--- config.mk ---
export PLATFORM = sky130hd
export DESIGN_NAME = iob_exec
export DESIGN_NICKNAME = d
export VERILOG_FILES = /design/src/hdl/iob_pkg.sv /design/src/hdl/iob_dec_if.sv /design/src/hdl/iob_decode.sv /design/src/hdl/iob_exec.sv
export SDC_FILE = /design/constraint.sdc
export NUM_CORES = 1
export LEC_CHECK = 0
export ABC_AREA = 1
export BUFFER_PORTS_ARGS = -buffer_cell sky130_fd_sc_hd__buf_2
export CORE_MARGIN = 2
export CORE_UTILIZATION = 35
export DETAILED_ROUTE_END_ITERATION = 10
export HOLD_SLACK_MARGIN = 0.03
export PLACE_DENSITY = 0.62
export SLEW_MARGIN = 25
export SYNTH_ARGS = -nofsm -noshare
export SYNTH_HDL_FRONTEND = slang
export SYNTH_HIERARCHICAL = 1
export SYNTH_SLANG_ARGS = --single-unit
--- constraint.sdc ---
create_clock -name clk_in -period 1.85 [get_ports clk_in]
set_clock_uncertainty 0.15 [all_clocks]
set_input_delay 0.37 -clock clk_in [delete_from_list [all_inputs] [get_ports clk_in]]
set_output_delay 0.37 -clock clk_in [all_outputs]
set_load 0.01 [all_outputs]
--- src/hdl/iob_pkg.sv ---
// Constants for the indexed bit-set and fill execute block.
// Assumes a byte-wide data memory with a 12-bit address.
package iob_pkg;
	// ========================================
	// Widths
	localparam int unsigned ADDR_W = 12;
	localparam int unsigned DATA_W = 8;
	localparam int unsigned OP_W   = 16;
	// ========================================
	// Opcode fields
	localparam int unsigned K_LO   = 0;
	localparam int unsigned K_HI   = 7;
	localparam int unsigned B_LO   = 9;
	localparam int unsigned B_HI   = 11;
	localparam int unsigned A_BIT  = 8;
	localparam int unsigned TOP_HI = 15;
	localparam int unsigned BS_LO  = 12;
	localparam int unsigned FL_LO  = 8;
	// ========================================
	// Opcode patterns
	localparam logic [3:0] BSET_TOP = 4'h8;
	localparam logic [7:0] FILL_TOP = 8'h68;
	// Offsets at or below this value are indexed
	localparam logic [7:0] K_MAX    = 8'h5f;
	localparam logic [7:0] ALL_ONES = 8'hff;
	localparam logic [7:0] ONE_BIT  = 8'h01;
	// ========================================
	// Execute states
	typedef enum logic [1:0] {
		ST_IDLE,
		ST_READ,
		ST_WRITE
	} iob_state_t;
endpackage : iob_pkg

--- src/hdl/iob_dec_if.sv ---
// Interface carrying decoded operation fields between decoder and top.
// Assumes a single clock domain.
`timescale 1ns/10ps
`default_nettype none
interface iob_dec_if;
	logic                       is_bset;
	logic                       is_fill;
	logic [iob_pkg::ADDR_W-1:0] addr;
	logic [2:0]                 bit_pos;
	modport dec (output is_bset, output is_fill, output addr, output bit_pos);
	modport use_side (input is_bset, input is_fill, input addr, input bit_pos);
endinterface : iob_dec_if
`default_nettype wire

--- src/hdl/iob_decode.sv ---
// Combinational decoder for the two indexed instructions.
// Assumes opcode and pointer are stable while issue is high.
`timescale 1ns/10ps
`default_nettype none
module iob_decode (
	input  wire logic [iob_pkg::OP_W-1:0]   opcode_in,
	input  wire logic [iob_pkg::ADDR_W-1:0] second_file_select_pointer_in,
	input  wire logic                       extended_instr_config_bit_in,
	iob_dec_if.dec                          dec
);
	wire logic [7:0] k_w;
	wire logic       idx_ok_w;
	wire logic       access_w;
	assign k_w      = opcode_in[iob_pkg::K_HI:iob_pkg::K_LO];
	assign access_w = ~opcode_in[iob_pkg::A_BIT];
	// Offset 0..95 only, and only with the extension on
	assign idx_ok_w = extended_instr_config_bit_in & access_w & (k_w <= iob_pkg::K_MAX);
	assign dec.is_bset = idx_ok_w
		& (opcode_in[iob_pkg::TOP_HI:iob_pkg::BS_LO] == iob_pkg::BSET_TOP);
	assign dec.is_fill = idx_ok_w
		& (opcode_in[iob_pkg::TOP_HI:iob_pkg::FL_LO] == iob_pkg::FILL_TOP);
	// Pointer plus literal offset
	assign dec.addr    = second_file_select_pointer_in
		+ {{(iob_pkg::ADDR_W-8){1'b0}}, k_w};
	assign dec.bit_pos = opcode_in[iob_pkg::B_HI:iob_pkg::B_LO];
endmodule : iob_decode
`default_nettype wire

--- src/hdl/iob_exec.sv ---
// Execute path for indexed bit-set and fill-with-ones instructions.
// Assumes the core holds issue for one clock and waits for done_out.
`timescale 1ns/10ps
`default_nettype none
// Contract
// - Bit-set indexed takes offset 0..95 and bit 0..7 from the opcode
// - Fill indexed address is second pointer value plus literal offset
// - Fill indexed writes FFh to the computed address
// - With the extension bit clear, no indexed operation is performed
module iob_exec (
	input  wire logic                       clk_in,
	input  wire logic                       srst_in,
	input  wire logic                       issue_in,
	input  wire logic [iob_pkg::OP_W-1:0]   opcode_in,
	input  wire logic [iob_pkg::ADDR_W-1:0] second_file_select_pointer_in,
	input  wire logic                       extended_instr_config_bit_in,
	input  wire logic [iob_pkg::DATA_W-1:0] rd_data_in,
	output logic      [iob_pkg::ADDR_W-1:0] mem_addr_out,
	output logic                            rd_en_out,
	output logic                            wr_en_out,
	output logic      [iob_pkg::DATA_W-1:0] wr_data_out,
	output logic                            done_out,
	output logic                            handled_out
);
	// ========================================
	// Decode
	iob_dec_if dec_if ();
	iob_decode u_dec (
		.opcode_in                     (opcode_in),
		.second_file_select_pointer_in (second_file_select_pointer_in),
		.extended_instr_config_bit_in  (extended_instr_config_bit_in),
		.dec                           (dec_if.dec)
	);
	// ========================================
	// Registers and next values
	iob_pkg::iob_state_t          state_q;
	iob_pkg::iob_state_t          state_d;
	logic [2:0]                   bit_q;
	wire logic [2:0]              bit_d;
	logic [iob_pkg::ADDR_W-1:0]   addr_q;
	wire logic [iob_pkg::ADDR_W-1:0] addr_d;
	logic                         rd_en_q;
	wire logic                    rd_en_d;
	logic                         wr_en_q;
	wire logic                    wr_en_d;
	logic [iob_pkg::DATA_W-1:0]   wr_data_q;
	wire logic [iob_pkg::DATA_W-1:0] wr_data_d;
	logic                         done_q;
	wire logic                    done_d;
	logic                         handled_q;
	wire logic                    handled_d;
	// ========================================
	// State qualifiers
	wire logic                    in_idle_w;
	wire logic                    in_read_w;
	wire logic                    in_write_w;
	assign in_idle_w  = (state_q == iob_pkg::ST_IDLE);
	assign in_read_w  = (state_q == iob_pkg::ST_READ);
	assign in_write_w = (state_q == iob_pkg::ST_WRITE);
	// ========================================
	// Issue acceptance
	wire logic                    take_w;
	wire logic                    take_fill_w;
	wire logic                    take_bset_w;
	wire logic                    take_other_w;
	wire logic                    ours_w;
	// Issue while busy is ignored
	assign take_w       = in_idle_w & issue_in;
	assign ours_w       = dec_if.is_bset | dec_if.is_fill;
	assign take_fill_w  = take_w & dec_if.is_fill;
	assign take_bset_w  = take_w & dec_if.is_bset & ~dec_if.is_fill;
	assign take_other_w = take_w & ~ours_w;
	// ========================================
	// Bit merge
	wire logic [iob_pkg::DATA_W-1:0] mask_w;
	wire logic [iob_pkg::DATA_W-1:0] merged_w;
	// Only the chosen bit is forced, the rest pass through
	assign mask_w   = iob_pkg::ONE_BIT << bit_q;
	assign merged_w = rd_data_in | mask_w;
	// ========================================
	// Next values
	assign addr_d    = take_w ? dec_if.addr : addr_q;
	assign bit_d     = take_w ? dec_if.bit_pos : bit_q;
	assign handled_d = take_w ? ours_w : handled_q;
	assign rd_en_d   = take_bset_w;
	assign wr_en_d   = take_fill_w | in_read_w;
	assign wr_data_d = take_fill_w ? iob_pkg::ALL_ONES :
		(in_read_w ? merged_w : wr_data_q);
	// One done pulse per accepted issue
	assign done_d    = take_other_w | in_write_w;
	// ========================================
	// Sequencer
	always_comb begin
		state_d = state_q;
		case (state_q)
			iob_pkg::ST_IDLE: begin
				if (take_fill_w) begin
					state_d = iob_pkg::ST_WRITE;
				end else if (take_bset_w) begin
					state_d = iob_pkg::ST_READ;
				end
			end
			iob_pkg::ST_READ: begin
				state_d = iob_pkg::ST_WRITE;
			end
			iob_pkg::ST_WRITE: begin
				state_d = iob_pkg::ST_IDLE;
			end
			default: begin
				state_d = iob_pkg::ST_IDLE;
			end
		endcase
	end
	always_ff @(posedge clk_in) begin
		if (srst_in) begin
			state_q <= iob_pkg::ST_IDLE;
		end else begin
			state_q <= state_d;
		end
	end
	// ========================================
	// Captured operands
	always_ff @(posedge clk_in) begin
		if (srst_in) begin
			bit_q <= '0;
		end else begin
			bit_q <= bit_d;
		end
	end
	always_ff @(posedge clk_in) begin
		if (srst_in) begin
			addr_q <= '0;
		end else begin
			addr_q <= addr_d;
		end
	end
	// ========================================
	// Memory strobes
	always_ff @(posedge clk_in) begin
		if (srst_in) begin
			rd_en_q <= 1'b0;
		end else begin
			rd_en_q <= rd_en_d;
		end
	end
	always_ff @(posedge clk_in) begin
		if (srst_in) begin
			wr_en_q <= 1'b0;
		end else begin
			wr_en_q <= wr_en_d;
		end
	end
	always_ff @(posedge clk_in) begin
		if (srst_in) begin
			wr_data_q <= '0;
		end else begin
			wr_data_q <= wr_data_d;
		end
	end
	// ========================================
	// Completion
	always_ff @(posedge clk_in) begin
		if (srst_in) begin
			done_q <= 1'b0;
		end else begin
			done_q <= done_d;
		end
	end
	always_ff @(posedge clk_in) begin
		if (srst_in) begin
			handled_q <= 1'b0;
		end else begin
			handled_q <= handled_d;
		end
	end
	// ========================================
	// Outputs
	assign mem_addr_out = addr_q;
	assign rd_en_out    = rd_en_q;
	assign wr_en_out    = wr_en_q;
	assign wr_data_out  = wr_data_q;
	assign done_out     = done_q;
	assign handled_out  = handled_q;
endmodule : iob_exec
`default_nettype wire

==> impl_metrics.csv, run 1 <==
group,metric,value,unit
clock_network,cts-root-buf,"clkbuf_8",
timing,hold_viol,0,
yosys,synthSimpleGateAreaFrac,0.3521,
timing,finalMaxSlewViolations,0,
floorplan,die_x,76.17,µm
final_layout,syn_to_final_growth,29.17,%
timing,rsz0062_at_grt,"no",
worst_setup_path,crit_type,"input port to register",
worst_setup_path,crit_top_cell,"nand2_1",
yosys,avgSynthCellArea,6.442,µm²
final_layout,layout_commonest_cell,"nand2_1",
grt,antenna_found_initial,0,
grt,use_met3,0.02844,
floorplan,io_pins,64,
worst_setup_path,cp_max_fo,4,
floorplan,initial_core_util,0.3592,
power_and_ir_drop,p_comb_frac,0.193,
detailed_routing,drc_errors,0,
grt,grt-ovfl-total,0,
clock_network,holdBufCountCts,0,
timing,fin_crit_sh,0.9332,
power_and_ir_drop,p_sw,0.4521,mW
power_and_ir_drop,irDropWorstVdd,0.0003824,V
worst_setup_path,cp_top_family,"adder cells",
clock_network,cts_setup_buffers,0,
worst_setup_path,crit_required,1870,ps
grt,grt_pass1_wl,7624,µm
grt,grt_util_met1,0.2096,
yosys,ys_top_cells_by_area,"dfxtp_1 32%, nand2_1 16%, inv_1 8.2%",
yosys,ys_seq_area_frac,0.3185,
timing,setup_slack,123.5,ps
yosys,synth_top_area_share,0.3185,
grt,first_global_vias,1716,
timing,maxSlewHeadroom,0.7300,
yosys,synthAdderAreaFrac,0.06589,
worst_setup_path,critical_path_depth,11,
power_and_ir_drop,p_clk_frac,0.431,
grt,track_usage,0.1591,
clock_network,cts_tree,"yes",
detailed_routing,vias,1872,
worst_setup_path,cp_slowest_cell,"fa_1",
power_and_ir_drop,pwr-share-seq,0.375,
floorplan,rows,26,
clock_network,cts_max_level,2,
hold_path,min_path_cells,3,
detailed_routing,drtAntennaViolNets,0,
yosys,ys_seq_elements,29,
yosys,synth_compound_area_frac,0.09883,
floorplan,coreArea,5075,µm²
grt,grt_max_degree,18,
yosys,netlist_area,1823,µm²
yosys,synth_top_family_by_area,"simple AND/OR/NAND/NOR gates",
final_layout,n_antenna_cell,0,
power_and_ir_drop,power.total,1.794,mW
worst_setup_path,cp-end-kind,"register",
clock_network,clockBufferDepth,2,
place,post-place-ws,-145.0,ps
detailed_routing,viasPerCell,4.405,
clock_network,cts.clk_slew.worst_paths,60,ps
hold_path,hold_path.class,"input port to register",
yosys,yosys.area.top_type,"dfxtp_1",
final_layout,layout-drive-gt1-share,0.2535,
power_and_ir_drop,p_int,1.342,mW
final_layout,final_net_count,403,
final_layout,fillCellCount,564,
place,place_congestion,0.8985,
run_status,status,"complete, no violations",
power_and_ir_drop,switching_share,0.2520,
detailed_routing,wl,4309,µm
flow_run,max_cap_violations,0,
place,hpwl,3506,µm
worst_setup_path,arrival,1740,ps
detailed_routing,wire_per_inst,10.14,µm
yosys,ys_types,27,
timing,min_period,1726,ps
power_and_ir_drop,p_leak,1.314,nW
yosys,yosysWarnings,6,
worst_setup_path,r2r_cells,5,
floorplan,dieArea,5802,µm²
worst_setup_path,crit_path_start_kind,"input port",
grt,busiest_layer,"met2",
yosys,synthMuxAreaShare,0,
final_layout,final_cell_mix,"80 x nand2_1, 63 x buf_2, 40 x inv_1, 36 x nor2_1, 29 x dfxtp_1",
place,port_buffers,63,
power_and_ir_drop,powerDensity,761.8,nW/µm²
clock_network,post_cts_resized,0,
clock_network,clk-insertion-delay-late,270,ps
yosys,syn_nets,332,
grt,grtUsageMet2,0.2661,
timing,max_freq,579.2,MHz
timing,hold_ws,260.0,ps
clock_network,cts_made_buffers,5,
worst_setup_path,max_stage_delay,440,ps
floorplan,floorplan.die.height,76.17,µm
timing,worst_pin_slew,404.5,ps
timing,finalSetupViolCount,0,
worst_setup_path,path_cells,"buf_2 -> ha_1 -> fa_1 -> nand2_1 -> nand3_1 -> nand3_1 -> nand2_1 -> nand2_1 -> nand2_1 -> o21ai_1 -> nor2_1",
worst_setup_path,critPathBufInv,1,
clock_network,clock-sinks,29,
yosys,synth_xor_xnor_area_share,0.02883,
yosys,synth_cells,283,
detailed_routing,drtPass1Iterations,4,
detailed_routing,drtIter0Drc,74,
-- power by group through the flow --
| stage | registers (mW) | clock network [mW] | logic (mW) |
|---|---|---|---|
| 6_report | 0.673 | 0.774 | 0.347 |
| 5_1_grt | 0.677 | 0.828 | 0.399 |
| 4_1_cts | 0.674 | 0.788 | 0.350 |
| 3_5_place_dp | 0.688 | 0 | 0.348 |
| 3_3_place_gp | 0.687 | 0 | 0.346 |
| 2_1_floorplan | 0.698 | 0 | 0.208 |
-- cells in the mapped netlist --
cell      number
buf_4          4
nand2_2        2
a21oi_1       17
or2_2          2
xor2_1         5
fa_1           1
o21bai_1       1
inv_2          1
nor2_1        36
nand3_1       20
o21ai_0       10
nand4_1        5
buf_6          4
nor2_2         1
xnor2_1        1
inv_1         40
ha_1           8
nor3_1         4
a21o_1         1
clkbuf_2       1
nand3_2        1
o21ai_1        6
dfxtp_1       29
clkbuf_8       1
nand2_1       80
nor4_1         1
nand3b_1       1
-- routing by layer --
layer,share of wire,vias up
li1,-,1024
met1,0.49,800
met2,0.46,44
met3,0.039,4
met4,0.010,0
met5,0,-
-- layout make-up --
| cell class | instances | area, µm² | share of cell area |
|---|---|---|---|
| clock buffers | 5 | 68.82 | 0.02922 |
| flip-flops and latches | 29 | 580.6 | 0.2465 |
| multi-input cells | 203 | 1001 | 0.4251 |
| repair buffers | 74 | 397.9 | 0.1690 |
| well taps | 70 | 87.58 | 0.03719 |
| inverters | 41 | 153.9 | 0.06536 |
| clock inverters | 3 | 65.06 | 0.02763 |
-- sequential cells by signal, indices dropped and copies added (netlist names) --
register	flops
state_q	2
bit_q	3
wr_data_out	8
wr_en_out	1
rd_en_out	1
done_out	1
handled_out	1
mem_addr_out	12
-- through the flow --
step           area (µm²)  instances  TNS, ps    util
2_1_floorplan        1829        283        0       -
3_3_place_gp         2221        417   -121.4  0.4376
3_5_place_dp         2221        417   -409.3  0.4376
4_1_cts              2355        425        0  0.4640
5_1_grt              2355        425        0  0.4640
6_report             2355        425        0  0.4640
-- worst paths after layout --
kind                                       end                          from  slack, ps
setup / recovery  mem_addr_out[8]$_SDFFE_PP0N_                  opcode_in[0]        120
hold / removal           bit_q[1]$_SDFFE_PP0N_                 opcode_in[10]        260
setup reg to reg  mem_addr_out[0]$_SDFFE_PP0N_       state_q[1]$_SDFFE_PP0P_        540
hold reg to reg   mem_addr_out[9]$_SDFFE_PP0N_  mem_addr_out[9]$_SDFFE_PP0N_        330
-- cells by family (layout without fill, tap and decap cells) --
group / count (synthesis) / count (layout)
adders and majority gates: 9 / 9
xor gates and xnor gates: 6 / 6
buffers and inverters: 51 / 123
and+or+nand+nor: 153 / 153
DFF: 29 / 29
AOI/OAI and AO/OA: 35 / 35
-- tightest hold or removal path, cell delays in order --
cell	delay, ps
buf_2	90
o21ai_0	80
a21oi_1	110
No activity file was read; power rests on OpenSTA's default activity.
==> run 2, diff against run 1 <==
BUFFER_PORTS_ARGS = -buffer_cell sky130_fd_sc_hd__clkbuf_2   (was -buffer_cell sky130_fd_sc_hd__buf_2)
==> impl_metrics.csv, run 2 (synthesis gave the netlist of run 1 again) <==
group,metric,value,unit
power_and_ir_drop,p_int,1.099,mW
place,hpwl,3524,µm
floorplan,dieArea,5802,µm²
floorplan,coreArea,5075,µm²
hold_path,min_path_cells,3,
place,place_congestion,0.8867,
final_layout,layout_commonest_cell,"nand2_1",
clock_network,post_cts_resized,0,
final_layout,final_cell_mix,"80 x nand2_1, 63 x clkbuf_2, 40 x inv_1, 36 x nor2_1, 29 x dfxtp_1",
clock_network,clock-sinks,29,
worst_setup_path,r2r_cells,5,
worst_setup_path,reg2reg_slack,540,ps
worst_setup_path,cp-end-kind,"register",
grt,first_global_vias,1689,
power_and_ir_drop,switching_share,0.2821,
timing,setup_slack,180.5,ps
grt,antenna_found_initial,0,
timing,worst_pin_slew,378.0,ps
clock_network,cts_setup_buffers,0,
clock_network,cts_tree,"yes",
grt,grt_pass1_wl,7514,µm
hold_path,min_to,"bit_q[0]$_SDFFE_PP0N_",
clock_network,clockBufferDepth,2,
worst_setup_path,cp_max_fo,4,
floorplan,rows,26,
power_and_ir_drop,p_clk_frac,0.334,
worst_setup_path,max_stage_delay,430,ps
worst_setup_path,arrival,1690,ps
timing,rsz0062_at_grt,"no",
detailed_routing,wire_per_inst,10.26,µm
power_and_ir_drop,p_leak,1.283,nW
clock_network,cts-root-buf,"clkbuf_8",
floorplan,die_x,76.17,µm
timing,min_period,1669,ps
power_and_ir_drop,pwr-share-seq,0.441,
detailed_routing,drtIter0Drc,28,
power_and_ir_drop,powerDensity,663.7,nW/µm²
clock_network,cts_max_level,2,
power_and_ir_drop,irDropWorstVdd,0.0002421,V
detailed_routing,drtPass1Iterations,4,
grt,track_usage,0.1582,
floorplan,floorplan.die.height,76.17,µm
hold_path,hold_start,"opcode_in[9]",
floorplan,io_pins,64,
timing,finalSetupViolCount,0,
clock_network,holdBufCountCts,0,
place,post-place-ws,-98.00,ps
worst_setup_path,crit_top_cell,"nand2_1",
worst_setup_path,crit_type,"input port to register",
worst_setup_path,critPathBufInv,1,
final_layout,layout-drive-gt1-share,0.2486,
detailed_routing,drtAntennaViolNets,0,
worst_setup_path,cp_top_family,"adder cells",
power_and_ir_drop,p_comb_frac,0.226,
worst_setup_path,path_cells,"clkbuf_2 -> ha_1 -> fa_1 -> nand2_1 -> nand3_1 -> nand3_1 -> nand2_1 -> nand2_1 -> nand2_1 -> o21ai_1 -> nor2_1",
clock_network,cts_made_buffers,5,
worst_setup_path,cp_slowest_cell,"fa_1",
worst_setup_path,r2r-start,"state_q[1]$_SDFFE_PP0P_",
run_status,status,"complete, no violations",
clock_network,cts.clk_slew.worst_paths,60,ps
worst_setup_path,crit_path_start_kind,"input port",
timing,finalMaxSlewViolations,0,
timing,max_freq,599.0,MHz
worst_setup_path,r2r_end,"rd_en_out$_SDFF_PP0_",
final_layout,final_net_count,403,
hold_path,hold_path.class,"input port to register",
clock_network,clk-insertion-delay-late,270,ps
worst_setup_path,crit_required,1870,ps
place,port_buffers,63,
detailed_routing,vias,1899,
flow_run,max_cap_violations,0,
power_and_ir_drop,power.total,1.531,mW
final_layout,n_antenna_cell,0,
final_layout,syn_to_final_growth,26.56,%
final_layout,largest_reg_flops,12,
power_and_ir_drop,p_sw,0.4320,mW
floorplan,initial_core_util,0.3592,
grt,grt_max_degree,18,
timing,maxSlewHeadroom,0.7477,
timing,fin_crit_sh,0.9024,
grt,grt-ovfl-total,0,
detailed_routing,wl,4350,µm
detailed_routing,drc_errors,0,
detailed_routing,viasPerCell,4.479,
timing,hold_viol,0,
run 2: cell count changes in the layout (fill, tap and decap cells not counted), sizes merged:
cell / previous run / this run
clkbuf: 5 / 70
bufinv: 2 / 0
clkinv: 1 / 0
buf: 74 / 11
run 2: worst max-delay path by stage:
stage,startpoint,end,depth (start not counted)
floorplan,opcode_in[0],mem_addr_out[8]$_SDFFE_PP0N_,10
global placement,opcode_in[0],mem_addr_out[8]$_SDFFE_PP0N_,11
detailed placement,opcode_in[0],mem_addr_out[8]$_SDFFE_PP0N_,11
CTS,opcode_in[0],mem_addr_out[8]$_SDFFE_PP0N_,11
global route,opcode_in[5],wr_data_out[3]$_SDFFE_PP0P_,10
finish,opcode_in[0],mem_addr_out[8]$_SDFFE_PP0N_,11
run 2: stage by stage:
stage | cell area (µm²) | util | cells | hold WS [ps] | setup TNS (ps)
CTS | 2307 | 0.4546 | 424 | 251.4 | 0
finish | 2307 | 0.4546 | 424 | 260.2 | 0
floorplan | 1829 | - | 283 | 292.1 | 0
detailed placement | 2221 | 0.4376 | 417 | 316.2 | -168.3
global placement | 2221 | 0.4376 | 417 | 314.6 | -76.41
global route | 2307 | 0.4546 | 424 | 256.4 | 0
run 2: cell type report:
type,count,area [µm²]
Multi-Input combinational cell,203,1001
Timing Repair Buffer,74,397.9
Fill cell,561,2768
Clock buffer,7,86.33
Sequential cell,29,580.6
Tap cell,70,87.58
Inverter,41,153.9
run 2: per-layer routing:
metal	global-route usage	routed length [µm]	vias to the layer above
met3	0.03673	197	6
met2	0.2518	1945	49
met4	0.04909	60	0
li1	-	-	1029
met1	0.2133	2147	815
met5	0	0	-
run 2: power by group through the flow:
stage	Combinational [mW]	Clock, mW	Sequential [mW]
3_5_place_dp	0.346	0	0.689
5_1_grt	0.394	0.564	0.679
4_1_cts	0.347	0.528	0.676
3_3_place_gp	0.343	0	0.688
2_1_floorplan	0.208	0	0.698
6_report	0.346	0.511	0.675
run 2: worst register-to-register path: stages, from the launching register on:
cell and delay [ps]:
dfxtp_1 330, nor2_2 140, nand2_2 130, inv_2 230
nand2_1 110, nor3_1 140
